File: config.mk
export PLATFORM = sky130hd
export DESIGN_NAME = eeprom_two_wire_port
export DESIGN_NICKNAME = d
export VERILOG_FILES = /design/src/rtl/eeprom_port_pkg.sv /design/src/rtl/serial_eeprom_core.sv /design/src/rtl/eeprom_two_wire_port.sv
export VERILOG_INCLUDE_DIRS = /design/src /design/src/rtl
export SDC_FILE = /design/constraint.sdc
export NUM_CORES = 1
export LEC_CHECK = 0
export ABC_AREA = 0
export BUFFER_PORTS_ARGS = -buffer_cell sky130_fd_sc_hd__buf_2
export CAP_MARGIN = 20
export CORE_ASPECT_RATIO = 1.75
export CORE_MARGIN = 2
export CORE_UTILIZATION = 41
export CTS_BUF_LIST = sky130_fd_sc_hd__clkbuf_8
export DETAILED_ROUTE_END_ITERATION = 10
export PLACE_DENSITY = 0.56
export SLEW_MARGIN = 20
export SYNTH_ARGS = -nofsm -noshare
export SYNTH_HDL_FRONTEND = slang
export SYNTH_SLANG_ARGS = --single-unit
File: constraint.sdc
create_clock -name clk_i -period 7.7 [get_ports clk_i]
set_clock_uncertainty 0.2 [all_clocks]
set_input_delay 0.385 -clock clk_i [delete_from_list [all_inputs] [get_ports clk_i]]
set_output_delay 0.385 -clock clk_i [all_outputs]
set_load 0.005 [all_outputs]
File: src/rtl/eeprom_port_params.svh
// Register offsets, field positions, reset values and timing counts of the EEPROM port
`ifndef EEPROM_PORT_PARAMS_SVH
`define EEPROM_PORT_PARAMS_SVH
`define PORT_CONTROL_OFFSET   8'h90
`define PORT_STATUS_OFFSET    8'h94
`define BIT_POWER             0
`define BIT_DATA              1
`define BIT_CLOCK             2
`define PORT_CONTROL_RESET    3'h7
`define EEPROM_BYTES          128
`define PAGE_BYTES            16
`define PROG_TIME_US          2
`define CLK_MHZ               40
`define PROG_CYCLES           (`PROG_TIME_US * `CLK_MHZ)
`define DEV_ADDR_CODE         4'ha
`endif

File: src/rtl/eeprom_port_pkg.sv
// State type of the serial memory behind the EEPROM port
package eeprom_port_pkg;
    typedef enum logic [2:0] {
        ST_IDLE,
        ST_RECV,
        ST_ACK,
        ST_SEND,
        ST_MACK,
        ST_PROG
    } mem_state_t;
endpackage : eeprom_port_pkg

File: src/rtl/serial_eeprom_core.sv
// Two-wire serial EEPROM: line decoder, acknowledge, page buffer and array
`timescale 1ns/1ps
`include "eeprom_port_params.svh"
module serial_eeprom_core #(
    parameter int DEPTH      = `EEPROM_BYTES,
    parameter int PAGE       = `PAGE_BYTES,
    parameter int PROG_COUNT = `PROG_CYCLES
) (
    input  wire logic clk_i,
    input  wire logic rst_i,
    input  wire logic powered_i,
    input  wire logic scl_i,
    input  wire logic sda_i,
    output logic      sda_low_o,
    output logic      busy_o
);
    localparam int AW = $clog2(DEPTH);
    localparam int PW = $clog2(PAGE);

    typedef struct packed {
        logic                   scl_q;
        logic                   sda_q;
        eeprom_port_pkg::mem_state_t st;
        logic [3:0]             bitn;
        logic [7:0]             shift;
        logic [1:0]             phase;
        logic                   rd_mode;
        logic [AW-1:0]          addr;
        logic [PW:0]            nbuf;
        logic [PW-1:0]          head;
        logic                   sda_low;
        logic [15:0]            cnt;
    } core_state_t;

    core_state_t s_reg;
    core_state_t s_next;
    logic [7:0]  mem [DEPTH];
    logic [7:0]  page_buf [PAGE];
    logic        wr_buf;
    logic        commit;
    logic [AW-1:0] commit_addr;
    logic [7:0]    commit_data;

    // Array and page buffer storage
    always_ff @(posedge clk_i) begin
        if (wr_buf) begin
            page_buf[s_reg.head] <= s_reg.shift;
        end
        if (commit) begin
            mem[commit_addr] <= commit_data;
        end
    end

    // Programming drains one buffered byte per cycle, oldest first
    always_comb begin
        logic [PW-1:0] idx;
        idx         = PW'(s_reg.head - PW'(s_reg.nbuf));
        commit      = (s_reg.st == eeprom_port_pkg::ST_PROG) && (s_reg.nbuf != '0);
        commit_data = page_buf[idx];
        commit_addr = AW'(s_reg.addr - AW'(s_reg.nbuf));
    end

    // Bus condition decode and byte sequencing
    always_comb begin
        logic rise;
        logic fall;
        logic start;
        logic stop;
        rise  = scl_i && !s_reg.scl_q;
        fall  = !scl_i && s_reg.scl_q;
        // clock-high edges are conditions
        // start recognised
        start = scl_i && s_reg.scl_q && s_reg.sda_q && !sda_i;
        // stop recognised
        stop  = scl_i && s_reg.scl_q && !s_reg.sda_q && sda_i;
        s_next  = s_reg;
        wr_buf  = 1'b0;
        s_next.scl_q = scl_i;
        s_next.sda_q = sda_i;
        if (s_reg.st == eeprom_port_pkg::ST_PROG) begin
            s_next.sda_low = 1'b0;
            if (s_reg.cnt != '0) begin
                s_next.cnt = s_reg.cnt - 16'h0001;
            end
            if (s_reg.nbuf != '0) begin
                s_next.nbuf = s_reg.nbuf - 1'b1;
            end else if (s_reg.cnt == '0) begin
                s_next.st = eeprom_port_pkg::ST_IDLE;
            end
        end else if (start) begin
            s_next.st      = eeprom_port_pkg::ST_RECV;
            s_next.bitn    = 4'h0;
            s_next.phase   = 2'h0;
            s_next.nbuf    = '0;
            s_next.sda_low = 1'b0;
        end else if (stop) begin
            s_next.sda_low = 1'b0;
            if (s_reg.nbuf != '0) begin
                s_next.st  = eeprom_port_pkg::ST_PROG;
                s_next.cnt = 16'(PROG_COUNT);
            end else begin
                s_next.st = eeprom_port_pkg::ST_IDLE;
            end
        end else begin
            case (s_reg.st)
                eeprom_port_pkg::ST_RECV: begin
                    if (rise) begin
                        s_next.shift = {s_reg.shift[6:0], sda_i};
                        s_next.bitn  = s_reg.bitn + 4'h1;
                    end
                    if (fall && s_reg.bitn == 4'h8) begin
                        s_next.bitn = 4'h0;
                        s_next.st   = eeprom_port_pkg::ST_ACK;
                        // acknowledge each byte, a control byte only when its upper four bits equal DEV_ADDR_CODE
                        // hold low through ack pulse
                        s_next.sda_low = 1'b1;
                        if (s_reg.phase == 2'h0) begin
                            s_next.rd_mode = s_reg.shift[0];
                            s_next.sda_low = (s_reg.shift[7:4] == `DEV_ADDR_CODE);
                            s_next.phase   = s_reg.shift[0] ? 2'h3 : 2'h1;
                        end else if (s_reg.phase == 2'h1) begin
                            s_next.addr  = AW'(s_reg.shift);
                            s_next.phase = 2'h2;
                        end else begin
                            // keep last sixteen bytes
                            wr_buf      = 1'b1;
                            s_next.head = s_reg.head + 1'b1;
                            s_next.addr = s_reg.addr + 1'b1;
                            if (s_reg.nbuf != (PW+1)'(PAGE)) begin
                                s_next.nbuf = s_reg.nbuf + 1'b1;
                            end
                        end
                    end
                end
                eeprom_port_pkg::ST_ACK: begin
                    if (fall) begin
                        s_next.sda_low = 1'b0;
                        if (!s_reg.sda_low) begin
                            s_next.st = eeprom_port_pkg::ST_IDLE;
                        end else if (s_reg.phase == 2'h3) begin
                            s_next.st      = eeprom_port_pkg::ST_SEND;
                            s_next.shift   = mem[s_reg.addr];
                            s_next.addr    = s_reg.addr + 1'b1;
                            s_next.sda_low = !mem[s_reg.addr][7];
                        end else begin
                            s_next.st = eeprom_port_pkg::ST_RECV;
                        end
                    end
                end
                eeprom_port_pkg::ST_SEND: begin
                    if (fall) begin
                        s_next.bitn = s_reg.bitn + 4'h1;
                        if (s_reg.bitn == 4'h7) begin
                            s_next.bitn    = 4'h0;
                            s_next.sda_low = 1'b0;
                            s_next.st      = eeprom_port_pkg::ST_MACK;
                        end else begin
                            s_next.shift   = {s_reg.shift[6:0], 1'b0};
                            s_next.sda_low = !s_reg.shift[6];
                        end
                    end
                end
                eeprom_port_pkg::ST_MACK: begin
                    if (rise && sda_i) begin
                        // release line after no-ack
                        s_next.st = eeprom_port_pkg::ST_IDLE;
                    end else if (rise) begin
                        // Next byte is fetched once this clock falls, so no byte is skipped
                        s_next.st      = eeprom_port_pkg::ST_ACK;
                        s_next.sda_low = 1'b1;
                    end
                end
                default: begin
                    s_next.sda_low = 1'b0;
                end
            endcase
        end
        if (!powered_i) begin
            s_next = '0;
        end
    end

    // State register
    always_ff @(posedge clk_i) begin
        if (rst_i) begin
            s_reg <= '0;
        end else begin
            s_reg <= s_next;
        end
    end

    // no acknowledge while programming
    assign sda_low_o = s_reg.sda_low && (s_reg.st != eeprom_port_pkg::ST_PROG) && powered_i;
    assign busy_o    = (s_reg.st == eeprom_port_pkg::ST_PROG);
endmodule : serial_eeprom_core

File: src/rtl/eeprom_two_wire_port.sv
// Wishbone-mapped port register that bit-bangs the embedded serial EEPROM
//
// How it works
// 128 bytes reached only over link
// bit 2 drives clock, bit 1 data
// bit 0 switches memory supply
// software makes every edge itself
// bits 7 to 3 read zero
// reset sets clock, data, power
// data one releases, zero pulls low
// power off tristates and resets memory
// power off reads all zero
// host starts only from idle bus
// host changes data only clock low
// start is data fall, clock high
// stop is data rise, clock high
// clock-high data change is condition
// write keeps last sixteen bytes
// memory acknowledges every received byte; a control byte whose code is not DEV_ADDR_CODE gets no ack
// no acknowledge during programming
// acknowledge low through clock high
// host no-acks final read byte
// memory releases data after no-ack
// data bit reads actual line
`timescale 1ns/1ps
`include "eeprom_port_params.svh"
module eeprom_two_wire_port #(
    parameter int DEPTH      = `EEPROM_BYTES,
    parameter int PAGE       = `PAGE_BYTES,
    parameter int PROG_COUNT = `PROG_CYCLES
) (
    input  wire logic        clk_i,
    input  wire logic        rst_i,
    input  wire logic        cyc_i,
    input  wire logic        stb_i,
    input  wire logic        we_i,
    input  wire logic [7:0]  adr_i,
    input  wire logic [3:0]  sel_i,
    input  wire logic [31:0] dat_i,
    output logic      [31:0] dat_o,
    output logic             ack_o,
    output logic             err_o,
    output logic             eeprom_power_o,
    output logic             eeprom_busy_o
);
    typedef struct packed {
        logic       clk_bit;
        logic       data_bit;
        logic       pwr_bit;
        logic       ack;
        logic       err;
        logic [31:0] rdata;
    } port_state_t;

    port_state_t s_reg;
    port_state_t s_next;
    logic        mem_sda_low;
    logic        mem_busy;
    logic        line_clk;
    logic        line_data;

    // open-drain data: low if either side pulls
    // readback sees shared line
    // unpowered memory lines tristate
    assign line_clk  = s_reg.clk_bit || !s_reg.pwr_bit;
    assign line_data = (s_reg.data_bit || !s_reg.pwr_bit) && !mem_sda_low;

    // storage reached only over the link
    serial_eeprom_core #(
        .DEPTH      (DEPTH),
        .PAGE       (PAGE),
        .PROG_COUNT (PROG_COUNT)
    ) u_mem (
        .clk_i     (clk_i),
        .rst_i     (rst_i),
        .powered_i (s_reg.pwr_bit),
        .scl_i     (line_clk),
        .sda_i     (line_data),
        .sda_low_o (mem_sda_low),
        .busy_o    (mem_busy)
    );

    // Wishbone slave and port register
    always_comb begin
        logic req;
        req          = cyc_i && stb_i && !s_reg.ack && !s_reg.err;
        s_next       = s_reg;
        s_next.ack   = 1'b0;
        s_next.err   = 1'b0;
        s_next.rdata = 32'h0000_0000;
        if (req) begin
            if (adr_i == `PORT_CONTROL_OFFSET) begin
                s_next.ack = 1'b1;
                if (we_i && sel_i[0]) begin
                    // clock and data bits
                    // each write is one line edge
                    s_next.clk_bit  = dat_i[`BIT_CLOCK];
                    s_next.data_bit = dat_i[`BIT_DATA];
                    // supply switch
                    s_next.pwr_bit  = dat_i[`BIT_POWER];
                end
                // reads zero while unpowered
                // upper bits zero
                if (s_reg.pwr_bit) begin
                    s_next.rdata[`BIT_CLOCK] = s_reg.clk_bit;
                    s_next.rdata[`BIT_DATA]  = line_data;
                    s_next.rdata[`BIT_POWER] = 1'b1;
                end
            end else if (adr_i == `PORT_STATUS_OFFSET) begin
                s_next.ack      = 1'b1;
                s_next.rdata[0] = mem_busy;
            end else begin
                s_next.err = 1'b1;
            end
        end
    end

    // State register
    always_ff @(posedge clk_i) begin
        if (rst_i) begin
            // reset value all ones
            s_reg          <= '0;
            s_reg.clk_bit  <= 1'b1;
            s_reg.data_bit <= 1'b1;
            s_reg.pwr_bit  <= 1'b1;
        end else begin
            s_reg <= s_next;
        end
    end

    assign dat_o          = s_reg.rdata;
    assign ack_o          = s_reg.ack;
    assign err_o          = s_reg.err;
    assign eeprom_power_o = s_reg.pwr_bit;
    assign eeprom_busy_o  = mem_busy;
endmodule : eeprom_two_wire_port

==> results.json <==
{
  "via_count": 25207,
  "proportion_of_layout_cells_with_a_drive_suffix_above_1": 0.2085,
  "hold-path-endpoint": "err_o",
  "grt_setup_unrepaired": "false",
  "clk-insertion-delay-late_ns": 0.86,
  "synth.cell_area_um2": 48620,
  "floorplan.initialDensity": 0.4119,
  "hold_viol_final": 0,
  "drtIter0Drc": 2122,
  "totalNegativeSetupSlack_ns": 0,
  "ys_seq_area_frac": 0.7390,
  "cts_inserted_buffers": 169,
  "die_h_um": 459.6,
  "path_buf_inv": 1,
  "placement_rows": 167,
  "critPathLaunchType": "flop",
  "drt_first_pass_iters": 6,
  "hold_depth": 4,
  "route.detailed.wl_per_inst_um": 28.59,
  "clk_path_buf_depth": 3,
  "ant_nets": 0,
  "dieWidth_um": 264.3,
  "run_status": "complete, no violations",
  "cts_tree": "yes",
  "path_delay_family": "simple AND/OR/NAND/NOR gates",
  "synth_flop_cell": "edfxtp_1",
  "reg2reg_to": "u_mem.mem[126][1]",
  "p_leak_nw": 16.42,
  "drv_slew": 0,
  "htree_levels": 4,
  "design.core.area_um2": 118100,
  "worst_r2r_startpoint": "u_mem.s_reg[23]",
  "power_density_cells_nw_per_um2": 232.5,
  "io_pins": 85,
  "postLayoutSetupSlackWorst_ns": 3.141,
  "hold_path_startpoint": "cyc_i",
  "synth-warning-count": 0,
  "pre_cts_ws_ns": 3.030,
  "grt_antenna_before_repair": 1,
  "final_core_util": 0.4557,
  "fin_crit_ns": 4.559,
  "largest_net_degree_at_the_start_of_global_routing": 112,
  "drc_errors_left": 0,
  "critical-path-max-stage-delay_ns": 0.92,
  "largest_register_ffs": 1024,
  "global_route_wire_length_before_repair_um": 181000,
  "gpl.final_weighted_congestion": 0.8757,
  "period_share": 0.5921,
  "first_global_vias": 26541,
  "syn_inst": 2603,
  "postRouteWirelength_um": 125300,
  "worst_r2r_path_depth": 9,
  "synth.distinct_cells": 71,
  "worst_slew_margin_rel": 0.2720,
  "worst_ep_required_time_ns": 7.96,
  "grt_util_all_layers": 0.2072,
  "timing.max_cap.violations": 0,
  "ctsResizeCount": 0,
  "critical_path.max_fanout": 8,
  "worst_setup_hold_path_clk_slew_ns": 0.07,
  "floorplan.die_area_um2": 121500,
  "worstMarginPinSlew_ns": 1.087,
  "critical_path_cell_by_cell": "inv_1 -> ha_1 -> nor2b_1 -> o21ai_0 -> nand2b_1 -> a211o_1 -> xnor2_1 -> o211ai_1 -> nor2_1",
  "startpoint": "u_mem.s_reg[23]",
  "number_of_flops_mapped_to_enable_cells_by_yosys": 1152,
  "worstSetupPathType": "reg -> reg",
  "reg2reg_slack_ns": 3.14,
  "worst-endpoint-arrival_ns": 4.82,
  "fin_nets": 2802,
  "globalRoute.totalOverflow": 0,
  "hold_removal_path_class": "in -> reg",
  "port-buffer-count": 23,
  "synth_async_sr_flop_share": 0,
  "cts_num_sinks": 1219,
  "drt-vias-per-instance": 5.754,
  "synth_area_per_cell_um2": 18.68,
  "ys_seq_elements": 1219,
  "max-vdd-ir-drop_mv": 0.1603,
  "timing.critical_path.slowest_stage_cell": "nor2_1",
  "worstSetupEndpointType": "flop",
  "layout-area-overhead-vs-synth_pct": 10.65,
  "setup_viol": 0,
  "detailed_place_hpwl_um": 78170,
  "cts_root_buffer": "clkbuf_8",
  "fmax_mhz": 219.3
}
cell families after synthesis:
kind of cell / Yosys count / share of synthesized area
AND/OR/NAND/NOR: 515 / 0.04856
AO/OA/AOI/OAI: 286 / 0.04055
multiplexers: 342 / 0.1422
adder cells (fa/ha/maj): 20 / 0.005455
buffers and inverters: 190 / 0.01873
other: 1 / 0.00007712
flip-flops: 1219 / 0.7390
XOR/XNOR: 30 / 0.005404
layer usage:
layer	global-route usage	wire length, um	up-vias
li1	-	-	10779
met1	0.2304	44490	13251
met3	0.03418	6401	249
met5	0	0	-
met4	0.09991	6121	0
met2	0.3831	68260	928
worst max-delay path by stage:
| stage | to | slack, ns | depth (start not counted) |
|---|---|---|---|
| global route | u_mem.mem[29][5] | 2.85 | 9 |
| finish | u_mem.mem[126][1] | 3.14 | 9 |
| detailed placement | u_mem.mem[11][5] | 3.03 | 8 |
| CTS | u_mem.mem[19][5] | 3.06 | 8 |
| floorplan | u_mem.mem[0][0] | 0.85 | 8 |
| global placement | u_mem.s_reg[40] | 3.21 | 9 |
power by group:
group | internal, mW | total, mW | switching [mW]
Combinational | 0.104 | 0.440 | 0.336
Clock | 2.26 | 4.67 | 2.41
Sequential | 7.34 | 7.40 | 0.0530
Total | 9.71 | 12.5 | 2.80
synthesized netlist by cell type, types with 4 or more instances:
library cell | instances | area share
a2111oi_0 | 9 | 0.0016
a211o_1 | 4 | 0.00072
a211oi_1 | 28 | 0.0043
a21oi_1 | 56 | 0.0058
a221oi_1 | 31 | 0.0056
a22oi_1 | 27 | 0.0042
a31oi_1 | 6 | 0.00077
and2_1 | 15 | 0.0019
and3_1 | 14 | 0.0018
buf_1 | 18 | 0.0014
buf_2 | 29 | 0.0030
buf_4 | 43 | 0.0066
clkbuf_1 | 71 | 0.0055
dfxtp_1 | 67 | 0.028
edfxtp_1 | 1152 | 0.71
ha_1 | 18 | 0.0046
inv_1 | 26 | 0.0020
mux2i_1 | 63 | 0.013
mux4_2 | 279 | 0.13
nand2_1 | 106 | 0.0082
nand2b_1 | 11 | 0.0014
nand3_1 | 38 | 0.0039
nand3b_1 | 6 | 0.00093
nand4_1 | 14 | 0.0018
nor2_1 | 231 | 0.018
nor2b_1 | 23 | 0.0030
nor3_1 | 17 | 0.0017
nor3b_1 | 5 | 0.00077
nor4_1 | 17 | 0.0022
o2111ai_1 | 6 | 0.0011
o211ai_1 | 13 | 0.0020
o21ai_0 | 56 | 0.0058
o221ai_1 | 5 | 0.00090
o22ai_1 | 8 | 0.0010
o31ai_1 | 5 | 0.00077
xnor2_1 | 17 | 0.0031
xor2_1 | 13 | 0.0023
worst reg2reg max path: cells and delay by family, from the launching register on:
family / cells / cell delay, ns
buffers and inverters: 1 / 0.14
AO/OA/AOI/OAI: 3 / 1.16
adder cells (fa/ha/maj): 1 / 0.38
XOR/XNOR: 1 / 0.62
AND/OR/NAND/NOR: 3 / 1.23
flip-flops: 1 / 0.43
layout make-up:
| cell class | count | area (um2) |
|---|---|---|
| sequential | 1219 | 35940 |
| antenna | 1 | 2.502 |
| inverter | 29 | 108.9 |
| fill | 9989 | 64260 |
| timing repair buffer | 92 | 750.7 |
| tap | 1521 | 1903 |
| multi-input combinational | 1222 | 12030 |
| clock buffer | 174 | 2395 |
| clock inverter | 123 | 663.1 |
timing repair:
action,CTS,global route
setup buffers,0,0
hold endpoints to repair,21,0
hold buffers,16,0
cells in the final DEF, fill, tap and decap left out, types with 6 or more instances in the layout:
cell,instances
a21oi_1,48
mux4_2,279
a21oi_4,8
nor3_1,17
buf_4,48
nor2b_1,22
edfxtp_1,1152
nor4_1,15
a31oi_1,6
ha_1,17
o211ai_1,13
a22oi_1,27
a221oi_1,31
nand2b_1,11
conb_1,29
and3_1,14
nor2_1,230
buf_2,23
xnor2_1,16
o21ai_0,56
a2111oi_0,9
and2_1,14
xor2_1,12
clkinvlp_4,8
inv_1,74
nand3_1,34
nand4_1,14
clkinv_1,44
nand3b_1,6
dfxtp_1,63
clkinv_2,16
a211oi_1,28
o22ai_1,8
dlygate4sd3_1,16
clkbuf_8,174
nand2_1,105
o2111ai_1,6
mux2i_1,63
stage by stage:
stage | hold WS (ns) | std cells | power [mW] | instance area (um2)
2_1_floorplan | 0.2487 | 2631 | 7.800 | 48730
3_3_place_gp | 0.2633 | 4065 | 7.944 | 50510
3_5_place_dp | 0.2757 | 4065 | 7.969 | 50520
4_1_cts | 0.09244 | 4378 | 12.63 | 53740
5_1_grt | 0.1799 | 4381 | 12.91 | 53800
6_report | 0.2268 | 4381 | 12.51 | 53800
(Power assumes the default switching activity.)
